**src/hdl/pbr_pkg.sv**
```systemverilog
/*
 Constants shared by the basic control and status register bank of the transceiver:
 register indices, field positions, reset values, serial management framing and timing.
 Assumes a single management clock domain at 100 MHz.
*/
package pbr_pkg;

   // Register indices on the serial management bus
   localparam logic [4:0]  CTRL_IDX        = 5'h00;
   localparam logic [4:0]  STAT_IDX        = 5'h01;

   // Control register field positions
   localparam int          CB_RESET        = 15;
   localparam int          CB_LOOP         = 14;
   localparam int          CB_SPD_LSB      = 13;
   localparam int          CB_AN_EN        = 12;
   localparam int          CB_PDOWN        = 11;
   localparam int          CB_ISO          = 10;
   localparam int          CB_AN_RST       = 9;
   localparam int          CB_DUPLEX       = 8;
   localparam int          CB_SPD_MSB      = 6;

   // Status register field positions and constant ability bits
   localparam int          SB_AN_DONE      = 5;
   localparam int          SB_RFAULT       = 4;
   localparam int          SB_LINK         = 2;
   localparam int          SB_JABBER       = 1;
   localparam logic [15:0] STAT_FIXED_ONES = 16'h7909;

   // Reset values of the single-bit control fields
   localparam logic        CTRL_BIT_RST    = 1'b0;

   // Forced speed encodings, {msb, lsb}
   localparam logic [1:0]  SPD_10          = 2'h0;
   localparam logic [1:0]  SPD_100         = 2'h1;
   localparam logic [1:0]  SPD_1000        = 2'h2;
   localparam logic [1:0]  SPD_RSVD        = 2'h3;

   // Management frame layout
   localparam logic [5:0]  PREAMBLE_LEN    = 6'h20;
   localparam logic [3:0]  HDR_LAST        = 4'hb;
   localparam logic [3:0]  DATA_LAST       = 4'hf;
   localparam logic [1:0]  OP_READ         = 2'h2;
   localparam logic [1:0]  OP_WRITE        = 2'h1;

   // Timing
   localparam int          MCLK_MHZ        = 100;
   localparam int          SOFT_RST_NS     = 100;
   localparam int          SOFT_RST_CYC    = (SOFT_RST_NS * MCLK_MHZ + 999) / 1000;
   localparam logic [1:0]  STRAP_LOAD_CYC  = 2'h2;

   typedef enum logic [2:0] {
      MS_PRE,
      MS_START,
      MS_HDR,
      MS_TA,
      MS_DATA
   } pbr_mdio_st_t;

endpackage : pbr_pkg

```
**src/hdl/pbr_regs.sv**
```systemverilog
/*
 Basic control and status registers of the transceiver with their serial management slave.
 Assumes the management clock pin is far slower than mclk, the auto-negotiation and link
 engines run on mclk, and the pad ring resolves the management data wire from mdio_oe_n.
*/
`timescale 1ns/1ps
// What this block does
// - Writing control bit 15 starts soft reset; bit clears itself when done.
// - After soft reset completes, no power down, no isolation, no loopback.
// - Forced speed from bits 6 and 13: 00 10M, 01 100M, 10 1000M.
// - With auto-negotiation enabled, speed and duplex bits ignored; negotiated result used.
// - Speed select high bit 6 is read-only; writes do nothing.
// - Speed, auto-negotiation enable and duplex reset values come from mode straps.
// - Control bit 11 set enters power down; clearing returns to normal.
// - Control bit 10 isolates the MAC-side interface; resets to zero.
// - Writing control bit 9 restarts auto-negotiation; bit clears itself.
// - Status bits 14 to 11 always read one.
// - Status bits 15, 10 and 9 always read zero.
// - Status bit 8 always reads one for extended status.
// - Status bit 3 always reads one for auto-negotiation ability.
// - Status bit 0 always reads one for extended capabilities.
// - Status bit 5 shows auto-negotiation complete, read straight from an_complete with no latch or reset.
// - Status bit 4 latches high on remote fault; resets to zero.
// - Status bit 2 shows link, holding a link loss until read.
// - Status bit 1 latches high on jabber; resets to zero.
// - Latch-high bit holds until read, then falls only once cause is gone.
// - A read of the register releases a latched-low bit.
// - Registers reached over serial management bus, selected by index.
module pbr_regs
   import pbr_pkg::*;
(
   input  wire logic       mclk,
   input  wire logic       rst,
   input  wire logic       mdc,
   input  wire logic       mdio_in,
   output logic            mdio_out,
   output logic            mdio_oe_n,
   input  wire logic [4:0] phy_addr,
   input  wire logic [1:0] mode_cfg,
   input  wire logic       an_complete,
   input  wire logic [1:0] an_speed,
   input  wire logic       an_full_duplex,
   input  wire logic       remote_fault,
   input  wire logic       link_up,
   input  wire logic       jabber,
   output logic            phy_soft_reset,
   output logic            loopback_en,
   output logic            power_down,
   output logic            isolate_mac,
   output logic            an_enable,
   output logic            an_restart,
   output logic [1:0]      op_speed,
   output logic            op_full_duplex
);

   // Pin inputs pass two flip-flops before use
   logic [8:0]   pins_s;
   logic         mdc_s;
   logic         mdio_s;
   logic [4:0]   addr_s;
   logic [1:0]   cfg_s;

   pbr_sync2 #(.WIDTH(9)) u_sync (
      .mclk     (mclk),
      .rst      (rst),
      .async_in ({mdc, mdio_in, phy_addr, mode_cfg}),
      .sync_out (pins_s)
   );

   assign mdc_s  = pins_s[8];
   assign mdio_s = pins_s[7];
   assign addr_s = pins_s[6:2];
   assign cfg_s  = pins_s[1:0];

   // Strap decode: {speed msb, speed lsb, an enable, duplex}
   function automatic logic [3:0] strap_decode(input logic [1:0] cfg);
      logic [3:0] res;
      res = 4'h0;
      unique case (cfg)
         2'h0: res = {SPD_10, 1'b0, 1'b0};
         2'h1: res = {SPD_100, 1'b0, 1'b0};
         2'h2: res = {SPD_100, 1'b0, 1'b1};
         2'h3: res = {SPD_1000, 1'b1, 1'b1};
      endcase
      return res;
   endfunction : strap_decode

   // Control fields
   logic         rst_bit_reg,  rst_bit_next;
   logic         lb_reg,       lb_next;
   logic         spd_lsb_reg,  spd_lsb_next;
   logic         spd_msb_reg,  spd_msb_next;
   logic         an_en_reg,    an_en_next;
   logic         pd_reg,       pd_next;
   logic         iso_reg,      iso_next;
   logic         an_rst_reg,   an_rst_next;
   logic         dup_reg,      dup_next;
   logic [7:0]   rst_cnt_reg,  rst_cnt_next;
   logic [1:0]   strap_cnt_reg;
   logic [1:0]   op_speed_reg;
   logic         op_dup_reg;

   // Status latches
   logic [1:0]   lh_reg,       lh_next;
   logic [1:0]   lh_seen_reg,  lh_seen_next;
   logic [1:0]   lh_cause;
   logic         ll_reg,       ll_next;

   // Management frame engine
   pbr_mdio_st_t st_reg,       st_next;
   logic [5:0]   pre_cnt_reg,  pre_cnt_next;
   logic [3:0]   bit_cnt_reg,  bit_cnt_next;
   logic [11:0]  hdr_reg,      hdr_next;
   logic [15:0]  sh_reg,       sh_next;
   logic         rd_act_reg,   rd_act_next;
   logic         wr_act_reg,   wr_act_next;
   logic         mdo_reg,      mdo_next;
   logic         oe_n_reg,     oe_n_next;
   logic         mdc_d_reg;

   logic         mdc_rise;
   logic         hdr_done;
   logic         addr_hit;
   logic         idx_ctrl;
   logic         idx_stat;
   logic         frame_end;
   logic         rd_now;
   logic         stat_rd;
   logic         ctrl_wr;
   logic [15:0]  wr_data;
   logic [15:0]  ctrl_word;
   logic [15:0]  stat_word;
   logic [15:0]  rd_word;
   logic         strap_load;
   logic         sr_done;
   logic [1:0]   forced_spd;

   localparam logic [7:0] SR_LAST = 8'(SOFT_RST_CYC - 1);

   assign mdc_rise  = mdc_s & ~mdc_d_reg;
   assign hdr_done  = mdc_rise && (st_reg == MS_HDR) && (bit_cnt_reg == HDR_LAST);
   assign hdr_next  = mdc_rise && (st_reg == MS_HDR) ? {hdr_reg[10:0], mdio_s} : hdr_reg;
   assign addr_hit  = (hdr_next[9:5] == addr_s);
   assign idx_ctrl  = (hdr_next[4:0] == CTRL_IDX);
   assign idx_stat  = (hdr_next[4:0] == STAT_IDX);
   assign rd_now    = hdr_done && addr_hit && (hdr_next[11:10] == OP_READ) && (idx_ctrl || idx_stat);
   assign stat_rd   = rd_now && idx_stat;
   assign frame_end = mdc_rise && (st_reg == MS_DATA) && (bit_cnt_reg == DATA_LAST);
   assign wr_data   = {sh_reg[14:0], mdio_s};
   assign ctrl_wr   = frame_end && wr_act_reg && (hdr_reg[4:0] == CTRL_IDX);
   assign rd_word   = idx_ctrl ? ctrl_word : stat_word;
   assign strap_load = (strap_cnt_reg == STRAP_LOAD_CYC);
   assign sr_done   = rst_bit_reg && (rst_cnt_reg == SR_LAST);
   assign forced_spd = {spd_msb_reg, spd_lsb_reg};

   // Reserved positions stay zero in both read words
   always_comb begin
      ctrl_word             = 16'h0000;
      ctrl_word[CB_RESET]   = rst_bit_reg;
      ctrl_word[CB_LOOP]    = lb_reg;
      ctrl_word[CB_SPD_LSB] = spd_lsb_reg;
      ctrl_word[CB_AN_EN]   = an_en_reg;
      ctrl_word[CB_PDOWN]   = pd_reg;
      ctrl_word[CB_ISO]     = iso_reg;
      ctrl_word[CB_AN_RST]  = an_rst_reg;
      ctrl_word[CB_DUPLEX]  = dup_reg;
      ctrl_word[CB_SPD_MSB] = spd_msb_reg;
      stat_word             = STAT_FIXED_ONES;
      stat_word[SB_AN_DONE] = an_complete;
      stat_word[SB_RFAULT]  = lh_reg[0];
      stat_word[SB_LINK]    = ll_reg;
      stat_word[SB_JABBER]  = lh_reg[1];
   end

   // Control register next state
   always_comb begin
      rst_bit_next = rst_bit_reg;
      lb_next      = lb_reg;
      spd_lsb_next = spd_lsb_reg;
      spd_msb_next = spd_msb_reg;
      an_en_next   = an_en_reg;
      pd_next      = pd_reg;
      iso_next     = iso_reg;
      dup_next     = dup_reg;
      an_rst_next  = 1'b0;
      rst_cnt_next = rst_bit_reg ? rst_cnt_reg + 8'h01 : 8'h00;
      if (strap_load) begin
         {spd_msb_next, spd_lsb_next, an_en_next, dup_next} = strap_decode(cfg_s);
      end
      if (ctrl_wr) begin
         if (wr_data[CB_RESET]) begin
            // Other bits of a reset write are dropped
            rst_bit_next = 1'b1;
         end else begin
            lb_next      = wr_data[CB_LOOP];
            spd_lsb_next = wr_data[CB_SPD_LSB];
            an_en_next   = wr_data[CB_AN_EN];
            pd_next      = wr_data[CB_PDOWN];
            iso_next     = wr_data[CB_ISO];
            dup_next     = wr_data[CB_DUPLEX];
            an_rst_next  = wr_data[CB_AN_RST];
         end
      end
      if (sr_done) begin
         rst_bit_next = 1'b0;
         lb_next      = 1'b0;
         pd_next      = 1'b0;
         iso_next     = 1'b0;
      end
   end

   // Status latches: the cause always wins over a read in the same cycle
   assign lh_cause = {jabber, remote_fault};

   genvar gi;
   generate
      for (gi = 0; gi < 2; gi++) begin : g_lh
         assign lh_next[gi]      = lh_cause[gi] | (lh_reg[gi] & ~(lh_seen_reg[gi] | stat_rd));
         assign lh_seen_next[gi] = lh_next[gi] & (lh_seen_reg[gi] | stat_rd);
      end
   endgenerate

   assign ll_next = link_up & (ll_reg | stat_rd);

   // Management frame sequencing on each sampled clock rise
   always_comb begin
      st_next      = st_reg;
      pre_cnt_next = pre_cnt_reg;
      bit_cnt_next = bit_cnt_reg;
      sh_next      = sh_reg;
      rd_act_next  = rd_act_reg;
      wr_act_next  = wr_act_reg;
      mdo_next     = mdo_reg;
      oe_n_next    = oe_n_reg;
      if (mdc_rise) begin
         unique case (st_reg)
            MS_PRE: begin
               if (mdio_s) begin
                  if (pre_cnt_reg != PREAMBLE_LEN) begin
                     pre_cnt_next = pre_cnt_reg + 6'h01;
                  end
               end else if (pre_cnt_reg == PREAMBLE_LEN) begin
                  st_next = MS_START;
               end else begin
                  pre_cnt_next = 6'h00;
               end
            end
            MS_START: begin
               pre_cnt_next = 6'h00;
               bit_cnt_next = 4'h0;
               st_next      = mdio_s ? MS_HDR : MS_PRE;
            end
            MS_HDR: begin
               bit_cnt_next = bit_cnt_reg + 4'h1;
               if (hdr_done) begin
                  bit_cnt_next = 4'h0;
                  st_next      = MS_TA;
                  rd_act_next  = rd_now;
                  wr_act_next  = addr_hit && (hdr_next[11:10] == OP_WRITE) && idx_ctrl;
                  sh_next      = rd_now ? rd_word : 16'h0000;
               end
            end
            MS_TA: begin
               bit_cnt_next = bit_cnt_reg + 4'h1;
               oe_n_next    = ~rd_act_reg;
               mdo_next     = 1'b0;
               if (bit_cnt_reg == 4'h1) begin
                  bit_cnt_next = 4'h0;
                  st_next      = MS_DATA;
                  mdo_next     = sh_reg[15];
               end
            end
            MS_DATA: begin
               bit_cnt_next = bit_cnt_reg + 4'h1;
               sh_next      = rd_act_reg ? {sh_reg[14:0], 1'b0} : wr_data;
               mdo_next     = rd_act_reg & sh_reg[14];
               if (frame_end) begin
                  // A fresh preamble is needed before the next frame
                  st_next      = MS_PRE;
                  bit_cnt_next = 4'h0;
                  rd_act_next  = 1'b0;
                  wr_act_next  = 1'b0;
                  oe_n_next    = 1'b1;
                  mdo_next     = 1'b0;
               end
            end
         endcase
      end
   end

   always_ff @(posedge mclk or posedge rst) begin
      if (rst) begin
         rst_bit_reg <= CTRL_BIT_RST;
         lb_reg      <= CTRL_BIT_RST;
         spd_lsb_reg <= CTRL_BIT_RST;
         spd_msb_reg <= CTRL_BIT_RST;
         an_en_reg   <= CTRL_BIT_RST;
         pd_reg      <= CTRL_BIT_RST;
         iso_reg     <= CTRL_BIT_RST;
         an_rst_reg  <= CTRL_BIT_RST;
         dup_reg     <= CTRL_BIT_RST;
         rst_cnt_reg <= 8'h00;
      end else begin
         rst_bit_reg <= rst_bit_next;
         lb_reg      <= lb_next;
         spd_lsb_reg <= spd_lsb_next;
         spd_msb_reg <= spd_msb_next;
         an_en_reg   <= an_en_next;
         pd_reg      <= pd_next;
         iso_reg     <= iso_next;
         an_rst_reg  <= an_rst_next;
         dup_reg     <= dup_next;
         rst_cnt_reg <= rst_cnt_next;
      end
   end

   // Straps are sampled a few edges after release, once the synchroniser has settled
   always_ff @(posedge mclk or posedge rst) begin
      if (rst) begin
         strap_cnt_reg <= 2'h0;
      end else if (strap_cnt_reg != 2'h3) begin
         strap_cnt_reg <= strap_cnt_reg + 2'h1;
      end
   end

   always_ff @(posedge mclk or posedge rst) begin
      if (rst) begin
         lh_reg       <= 2'h0;
         lh_seen_reg  <= 2'h0;
         ll_reg       <= 1'b0;
         op_speed_reg <= SPD_10;
         op_dup_reg   <= 1'b0;
      end else begin
         lh_reg       <= lh_next;
         lh_seen_reg  <= lh_seen_next;
         ll_reg       <= ll_next;
         // Reserved forced speed falls back to 10M
         op_speed_reg <= an_en_reg ? an_speed :
                         (forced_spd == SPD_RSVD ? SPD_10 : forced_spd);
         op_dup_reg   <= an_en_reg ? an_full_duplex : dup_reg;
      end
   end

   always_ff @(posedge mclk or posedge rst) begin
      if (rst) begin
         st_reg      <= MS_PRE;
         pre_cnt_reg <= 6'h00;
         bit_cnt_reg <= 4'h0;
         hdr_reg     <= 12'h000;
         sh_reg      <= 16'h0000;
         rd_act_reg  <= 1'b0;
         wr_act_reg  <= 1'b0;
         mdo_reg     <= 1'b0;
         oe_n_reg    <= 1'b1;
         mdc_d_reg   <= 1'b0;
      end else begin
         st_reg      <= st_next;
         pre_cnt_reg <= pre_cnt_next;
         bit_cnt_reg <= bit_cnt_next;
         hdr_reg     <= hdr_next;
         sh_reg      <= sh_next;
         rd_act_reg  <= rd_act_next;
         wr_act_reg  <= wr_act_next;
         mdo_reg     <= mdo_next;
         oe_n_reg    <= oe_n_next;
         mdc_d_reg   <= mdc_s;
      end
   end

   assign mdio_out       = mdo_reg;
   assign mdio_oe_n      = oe_n_reg;
   assign phy_soft_reset = rst_bit_reg;
   assign loopback_en    = lb_reg;
   assign power_down     = pd_reg;
   assign isolate_mac    = iso_reg;
   assign an_enable      = an_en_reg;
   assign an_restart     = an_rst_reg;
   assign op_speed       = op_speed_reg;
   assign op_full_duplex = op_dup_reg;
endmodule : pbr_regs

```
**src/hdl/pbr_sync2.sv**
```systemverilog
/*
 Two flip-flop synchroniser for a group of level inputs.
 Assumes each bit is an independent slow level; no word coherence is given.
*/
`timescale 1ns/1ps
module pbr_sync2 #(
   parameter int WIDTH = 1
) (
   input  wire logic             mclk,
   input  wire logic             rst,
   input  wire logic [WIDTH-1:0] async_in,
   output logic      [WIDTH-1:0] sync_out
);

   logic [WIDTH-1:0] meta_reg;

   always_ff @(posedge mclk or posedge rst) begin
      if (rst) begin
         meta_reg <= '0;
         sync_out <= '0;
      end else begin
         meta_reg <= async_in;
         sync_out <= meta_reg;
      end
   end

endmodule : pbr_sync2

```
**config.mk**
```make
export PLATFORM = sky130hd
export DESIGN_NAME = pbr_regs
export DESIGN_NICKNAME = d
export VERILOG_FILES = /design/src/hdl/pbr_pkg.sv /design/src/hdl/pbr_regs.sv /design/src/hdl/pbr_sync2.sv
export SDC_FILE = /design/constraint.sdc
export NUM_CORES = 1
export LEC_CHECK = 0
export BUFFER_PORTS_ARGS = -buffer_cell sky130_fd_sc_hd__buf_4
export CAP_MARGIN = 20
export CORE_MARGIN = 10
export CORE_UTILIZATION = 53
export DETAILED_ROUTE_END_ITERATION = 8
export GPL_ROUTABILITY_DRIVEN = 0
export HOLD_SLACK_MARGIN = 0.05
export PLACE_DENSITY = 0.71
export SLEW_MARGIN = 10
export SYNTH_ARGS = -nofsm -noshare
export SYNTH_HDL_FRONTEND = slang
export SYNTH_SLANG_ARGS = --single-unit
```
**constraint.sdc**
```tcl
create_clock -name mclk -period 3.85 [get_ports mclk]
set_clock_uncertainty 0.1 [all_clocks]
set_input_delay 0.385 -clock mclk [delete_from_list [all_inputs] [get_ports mclk]]
set_output_delay 0.385 -clock mclk [all_outputs]
set_load 0.005 [all_outputs]
```
-- Word-level counts from Yosys, hierarchy flattened
Index checks and enable logic that the tools add are counted.
W data, S select, Z words.
- memories kept: 0
- latch bits: 0
- register bits: 91
- ROM bits: 0
- memory bits (writable): 0
- output and inout bits: 11
- input bits: 18
- word-level logic and storage cells: 168
- shift operators: 0
- divide/modulo/power cells: 0
- reduce and logical (&&, ||, !) cells: 33
- equal/unequal tests: 28
- bitwise operators: 16
- multiplexer cells: 59
- multipliers: 0
- order comparisons: 0
- add/subtract/negate cells: 4
- operators by type and width (kind ; count):
    $mux W16 ; 3
    $pmux W16 S2 ; 1
    $pmux W4 S4 ; 2
    $mux W1 ; 31
    $mux W6 ; 3
    $mux W3 ; 5
    $pmux W3 S5 ; 1
    $logic_and A1 B1 Y1 ; 13
    $mux W12 ; 1
    $mux W4 ; 3
    $ne A2 B2 Y1 const B ; 6
    $pmux W6 S2 ; 1
    $eq A2 B2 Y1 const B ; 5
    $logic_not A5 Y1 ; 2
    $reduce_bool A2 Y1 ; 5
    $add A8 B1 Y8 const B ; 1
    $eq A4 B4 Y1 const B ; 2
    $eq A8 B4 Y1 const B ; 1
    $mux W8 ; 1
    $pmux W1 S2 ; 4
    $reduce_and A2 Y1 ; 4
    $reduce_and A4 Y1 ; 2
    $and A1 B1 Y1 ; 7
    $add A6 B1 Y6 const B ; 1
    other kinds (23) ; 35

-- Longest topological paths before layout
Gate-level depths: netlist (run 1).
- depth in word-level cells: 14
- depth in mapped cells: 8
- gate-level depth less buffers: 7

-- Hierarchy
A second synthesis (run 1) with hierarchy kept.
- cell total of the unflattened synthesis: 393
- area, all modules: 4135.2 um^2
- modules (own cells, without submodules) (module ; sequential area each (um^2) ; area each (um^2) ; times used ; cells an instance):
    pbr_regs ; 1803.0 ; 3681.0 ; 1 ; 374
    pbr_sync2 ; 450.4 ; 454.2 ; 1 ; 19

-- Worst setup path before layout (run 1)
No wires, ideal clock.
- path type: register -> register
- start point: register mdc_d_reg
- end point: register sh_reg[15]
- data required time: 3674 ps
- period minus slack after synthesis: 2151 ps
- buffers on the path: 1
- setup time: 76 ps
- arrival time: 1974 ps
- setup slack: 1699 ps
- cell stages (with the launch flop): 7
- cell sequence: dfrtp_1 -> nand4bb_1 -> nor2_2 -> mux2_2 -> or4_1 -> buf_6 -> o21ai_1
- cells in the longest elaborated chain, start to end: 11
- elaborated cells between the ends (all ways): 19
- classes of those cells: eq/ne (4); mux (5); bitwise (2); reduce/logical (8)
- ends and longest elaborated chain (element ; line ; source):
    start: declaration ; pbr_regs.sv:119 ; logic mdc_d_reg;
    start signal: assignment ; pbr_regs.sv:366 ; mdc_d_reg <= mdc_s;
    $not A1 Y1 * ; pbr_regs.sv:140 ; assign mdc_rise = mdc_s & ~mdc_d_reg;
    $and A1 B1 Y1 * ; pbr_regs.sv:140 ;
    $logic_and A1 B1 Y1 ; pbr_regs.sv:141, pbr_regs.sv:142 ;
    $mux W12 ; pbr_regs.sv:142 ; assign hdr_next = mdc_rise && (st_reg == MS_HDR) ? {hdr_reg[10:0], mdio_s} : hdr_reg;
    $eq A5 B5 Y1 ; pbr_regs.sv:143 ; assign addr_hit = (hdr_next[9:5] == addr_s);
    $logic_and A1 B1 Y1 (3 in a row) ; pbr_regs.sv:146 ; assign rd_now = hdr_done && addr_hit && (hdr_next[11:10] == OP_READ) && (idx_ctrl || idx_stat);
    $mux W16 ; pbr_regs.sv:260 ; sh_next = rd_now ? rd_word : 16'h0000;
    $mux W16 ; pbr_regs.sv:255 ; if (hdr_done) begin
    $pmux W16 S2 ; pbr_regs.sv:236 ; unique case (st_reg)
    end signal: assignment ; pbr_regs.sv:361 ; sh_reg <= sh_next;
    end: declaration ; pbr_regs.sv:114 ; logic [15:0] sh_reg, sh_next;
Mark *: on every way between the ends. The rest lies on a longest branch, timed or not. The select of a mux whose other input is x is not followed.
A chain may end at the register's enable or synchronous reset.

-- Worst setup path after layout (run 1)
- start point: register st_reg[0]
- end point: register lh_reg[1]
- cells in the longest elaborated chain, start to end: 12
- elaborated cells between the ends (all ways): 17
- classes of those cells: eq/ne (4); mux (1); bitwise (4); reduce/logical (8)
- ends and longest elaborated chain (element ; line ; source):
    start: declaration ; pbr_regs.sv:110 ; pbr_mdio_st_t st_reg, st_next;
    start signal: assignment ; pbr_regs.sv:357 ; st_reg <= st_next;
    $eq A3 B2 Y1 * ; pbr_regs.sv:141, pbr_regs.sv:142 ;
    $logic_and A1 B1 Y1 * ; pbr_regs.sv:141, pbr_regs.sv:142 ;
    $mux W12 ; pbr_regs.sv:142 ;
    $eq A5 B5 Y1 ; pbr_regs.sv:143 ;
    $logic_and A1 B1 Y1 (3 in a row) ; pbr_regs.sv:146 ;
    $logic_and A1 B1 Y1 * ; pbr_regs.sv:147 ; assign stat_rd = rd_now && idx_stat;
    $or A1 B1 Y1 * ; pbr_regs.sv:218 ; assign lh_next[gi] = lh_cause[gi] | (lh_reg[gi] & ~(lh_seen_reg[gi] | stat_rd));
    $not A1 Y1 * ; pbr_regs.sv:218 ;
    $and A1 B1 Y1 * ; pbr_regs.sv:218 ;
    $or A1 B1 Y1 * ; pbr_regs.sv:218 ;
    net lh_next[1] ; pbr_regs.sv:104 ; logic [1:0] lh_reg, lh_next;
    end signal: assignment ; pbr_regs.sv:334 ; lh_reg <= lh_next;
    end: declaration ; pbr_regs.sv:104 ;
Mark *: on every way through the listed nets, which the timed path passes. The rest lies on a longest branch.

==> results.toml, run 1 <==
[setup_path]
max_stage_delay_ns = 0.76
crit_path_end_kind = "register"
required_ns = 3.95
startpoint_type = "register"
path_cells = "inv_1 -> nand2_1 -> a31oi_1 -> nor4_1 -> o21bai_1"
reg2regPathDepth = 5
cp_slowest_cell = "nor4_1"
critPathArrivalTime_ns = 2.94
critPathKind = "register to register"
crit_fanout = 17

[sta]
fin_setup_tns_ns = 0
fin_crit_ns = 2.84
setup_viol = 0
finalHoldViolCount = 0
fin_ws_ns = 1.01
min_period_over_period = 0.737
worst_pin_slew_ns = 0.972
fmax_ghz = 0.352
finalMaxSlewViolations = 0
slew_headroom = 0.351
rsz0062_at_grt = "no"

[floorplan]
row_count = 32
die_h_um = 109
die_width_um = 109
die_area_um2 = 11900
io_pins = 29
start_util = 0.546
core_um2 = 7730

[final_layout]
syn_to_final_growth_pct = 13.6
nNetsFinal = 464
final_common_cell = "dfrtp_1"
layout_common_cells = "90 x dfrtp_1, 43 x nand2_1, 32 x buf_4"
final_area_um2 = 4790
antenna_cells_inserted = 0
drive_gt1_frac = 0.152
fillers = 633
largest_register_ffs = 16

[grt]
grt_max_degree = 43
grt_pass1_vias = 2982
antenna_found_initial = 0
grt-ovfl-total = 0
grt_pass1_wl_um = 14000
grt_util_all_layers = 0.145

[logic_synthesis]
synth_async_sr_flop_share = 1.00
ys_seq_elements = 91
syn_area_um2 = 4220
yosysSeqAreaShare = 0.540
synth_warnings = 0
syn_nets = 427
synth-compound-area-share = 0.141
synth_edf_count = 0
synthAdderAreaFrac = 0.0297
synth-main-ff-cell = "dfrtp_1"
netlist_instances = 399
yosys-mux-area-fraction = 0.0341
synth_top_family_by_area = "simple AND/OR/NAND/NOR gates"
syn_area_per_cell_um2 = 10.6
synth_xor_area_frac = 0.0291
synth-simple-area-share = 0.195
synthDistinctLibCells = 58

[worst_hold_path]
hp-class = "primary input to register"
whs_path_depth = 2

[clock_network]
clk_path_buf_depth = 2
cts_sinks = 91
htreeDepth = 3
cts_buffers = 9
root_buffer = "clkbuf_8"
clk_pin_slew_ns = 0.09
insertion_delay_ns = 0.35
cts_tree = "built"
cts_resized = 0

[detailed_routing]
wl_um = 8210
viasPerCell = 5.61
wl_per_cell_um = 15.1
drt_iter0_markers = 159
dr.pass1.iters = 4
drc = 0
drtAntennaViolNets = 0
num_vias = 3046

[status]
status = "finished clean"

[power]
p_leak_nw = 2.16
ir_worst_vdd_uv = 218
finalPower_mw = 1.69
powerDensity_nw_per_um2 = 352

[place]
placed_area_um2 = 4510
hpwl_um = 5730
numPortBuffers = 28
place_ws_ns = 1.03

[run]
cap_violations = 0
==> synthesized netlist by cell type, types with 3 or more instances <==
cell | count | area [µm²]
and3_1 | 4 | 25.0
nand2b_1 | 6 | 37.5
nor3b_1 | 4 | 30.0
o21ai_0 | 24 | 120
clkbuf_1 | 9 | 33.8
and4b_1 | 3 | 30.0
ha_1 | 10 | 125
a31oi_1 | 3 | 18.8
xor2_1 | 4 | 35.0
inv_1 | 13 | 48.8
nor2_1 | 26 | 97.6
o211ai_1 | 7 | 52.6
mux2i_1 | 5 | 50.1
nand4_1 | 11 | 68.8
o31ai_1 | 9 | 67.6
nor2b_1 | 6 | 37.5
buf_2 | 5 | 25.0
xnor2_1 | 10 | 87.6
o21a_1 | 4 | 30.0
a21boi_0 | 9 | 67.6
mux2_2 | 7 | 78.8
nor4_1 | 3 | 18.8
o21ai_1 | 9 | 45.0
and2_1 | 8 | 50.1
nand2_1 | 43 | 161
dfrtp_1 | 90 | 2250
nand3_1 | 18 | 90.1
a21oi_1 | 9 | 45.0
==> timing repair <==
action | CTS | global route
endpoints found under the hold margin | 29 | 0
hold buffers | 10 | 0
buffers inserted | 0 | 0
==> power breakdown <==
part	switching (mW)	internal (mW)	total (mW)
sequential	0.0163	0.976	0.992
combinational	0.0467	0.0416	0.0883
clock	0.346	0.262	0.608
total	0.409	1.28	1.69
==> layout make-up <==
class                      instances  area [µm²]  share of cell area
clock inverter                     5        45.0             0.00940
multi-input combinational        279        1810               0.378
tap                              102         128              0.0266
sequential                        91        2280               0.475
inverter                          13        50.0              0.0104
timing repair buffer              42         340              0.0710
clock buffer                      11         141              0.0295
==> kinds of logic (layout without fill, tap and decap cells) <==
kind of cell | after synthesis | after routing
DFF | 91 | 91
xor gates and xnor gates | 14 | 14
AOI/OAI and AO/OA | 90 | 90
and+or+nand+nor | 152 | 152
muxes | 13 | 13
adders and majority gates | 10 | 10
buffers and inverters | 29 | 71
==> critical path, delay by kind of cell (launching register included) <==
family | cells | cell delay, ns
compound gates | 2 | 0.38
buf+inv | 1 | 0.37
flops | 1 | 0.68
simple gates | 2 | 1.17
==> metrics by stage <==
| step | util | cells | hold slack, ns |
|---|---|---|---|
| 3_3_place_gp | 0.583 | 517 | 0.231 |
| 6_report | 0.620 | 543 | 0.147 |
| 5_1_grt | 0.620 | 543 | 0.148 |
| 4_1_cts | 0.620 | 543 | 0.135 |
| 3_5_place_dp | 0.583 | 517 | 0.235 |
| 2_1_floorplan | - | 399 | 0.231 |
==> path summary, 6_finish.rpt <==
path,startpoint,to,slack [ns]
setup / recovery,st_reg[0],lh_reg[1],1.01
hold / removal,jabber,lh_reg[1],0.15
setup reg to reg,st_reg[0],lh_reg[1],1.01
hold reg to reg,u_sync.meta_reg[3],u_sync.sync_out[3],0.25
max in group asynchronous,rst,u_sync.sync_out[8],2.26
min in group asynchronous,rst,sh_reg[3],0.58
==> metal layers <==
layer,track usage,part of all wire,vias up
met3,0.0307,0.029,6
met5,0,0,-
met4,0.0474,0.0093,0
li1,-,-,1483
met2,0.232,0.48,48
met1,0.192,0.48,1509
Power figures use the tool's default switching activity.
==> inputs of run 2 (changes only) <==
- clock period: 3.85 -> 2.9 ns (I/O delays scaled with it)
==> run 2 against run 1 <==
  * Final area increased by 3.1%
  * Setup slack got worse by 0.48 ns
  * Sequential share of layout area decreased by 1.4 points
  * First-iteration DRC count increased by 1.9%
  * Critical endpoint is now sh_reg[9]
  * Largest cell class unchanged
  * Highest routed layer unchanged
==> results.toml, run 2 (synthesis results as in run 1) <==
[grt]
grt_util_all_layers = 0.150
antenna_found_initial = 0
grt_pass1_wl_um = 14500
grt_pass1_vias = 3058
grt_max_degree = 53
grt-ovfl-total = 0

[worst_hold_path]
hp-class = "primary input to register"

[setup_path]
crit_family = "simple AND/OR/NAND/NOR gates"
path_cells = "nand4bb_1 -> nor2_2 -> mux2_2 -> or4_1 -> o21ai_1"
startpoint_type = "register"
max_stage_delay_ns = 0.68
crit_buf_inv = 0
crit_path_end_kind = "register"
required_ns = 3.09
crit_fanout = 13
cp_slowest_cell = "or4_1"
critPathArrivalTime_ns = 2.55
critPathKind = "register to register"

[sta]
fmax_ghz = 0.423
fin_crit_ns = 2.36
rsz0062_at_grt = "no"
slew_headroom = 0.541
min_period_over_period = 0.815
finalHoldViolCount = 0
worst_pin_slew_ns = 0.688
setup_viol = 0
fin_ws_ns = 0.537
finalMaxSlewViolations = 0
hold_ws_ns = 0.0791
fin_setup_tns_ns = 0

[power]
finalPower_mw = 2.43
ir_worst_vdd_uv = 305
p_leak_nw = 2.24
powerDensity_nw_per_um2 = 492

[detailed_routing]
viasPerCell = 5.62
drtAntennaViolNets = 0
wl_per_cell_um = 14.9
num_vias = 3104
dr.pass1.iters = 5
drt_iter0_markers = 162
wl_um = 8240
drc = 0

[clock_network]
root_buffer = "clkbuf_8"
cts_tree = "built"
cts_resized = 0
clk_path_buf_depth = 2
postCtsSetupBuffers = 0
cts_buffers = 9
htreeDepth = 3
clk_pin_slew_ns = 0.09
cts_sinks = 91
cts_hold_buf = 15
insertion_delay_ns = 0.35

[final_layout]
final_common_cell = "dfrtp_1"
largest_register_ffs = 16
syn_to_final_growth_pct = 17.1
nNetsFinal = 475
antenna_cells_inserted = 0
drive_gt1_frac = 0.160
post-route-util = 0.639
layout_common_cells = "90 x dfrtp_1, 43 x nand2_1, 37 x buf_4"

[floorplan]
start_util = 0.546
io_pins = 29
row_count = 32
die_h_um = 109
die_width_um = 109
die_area_um2 = 11900
core_um2 = 7730

[place]
numPortBuffers = 28
place_ws_ns = 0.532
hpwl_um = 5770

[status]
status = "finished clean"

[run]
cap_violations = 0
==> run 2: path summary, 6_finish.rpt <==
kind / from / to / slack [ns] / cells past startpoint
min: an_speed[0] / op_speed[0] / 0.08 / 3
min in group asynchronous: rst / u_sync.sync_out[0] / 0.47 / 3
min reg2reg: u_sync.meta_reg[5] / u_sync.sync_out[5] / 0.25 / 0
max reg2reg: st_reg[2] / sh_reg[9] / 0.54 / 5
max: st_reg[2] / sh_reg[9] / 0.54 / 5
max in group asynchronous: rst / pre_cnt_reg[3] / 1.54 / 4
==> run 2: area by class of cell <==
type	count	area [µm²]
fill	636	2790
sequential	91	2280
multi-input combinational	279	1810
timing repair buffer	53	448
tap	102	128
clock buffer	9	124
clock inverter	5	104
inverter	13	50.0
==> run 2: power by group <==
part           switching [mW]  internal, mW
combinational          0.0624        0.0623
sequential             0.0220          1.30
clock                   0.429         0.563
==> run 2: tightest hold or removal path, cell delays in order <==
cell and delay (ns):
buf_4 0.08, nand2_1 0.05, o21ai_0 0.08
==> run 2: layer usage <==
metal	vias up	wire length [µm]	GRT usage
met5	-	0	0
met4	0	150	0.0660
met2	66	3880	0.231
li1	1518	-	-
met1	1504	3890	0.202
met3	16	319	0.0319
==> run 2: stage by stage <==
stage / area [µm²] / cells
after floorplan: 4220 / 399
after CTS: 4940 / 552
final: 4940 / 552
after global placement: 4560 / 523
after detailed placement: 4560 / 523
after global routing: 4940 / 552
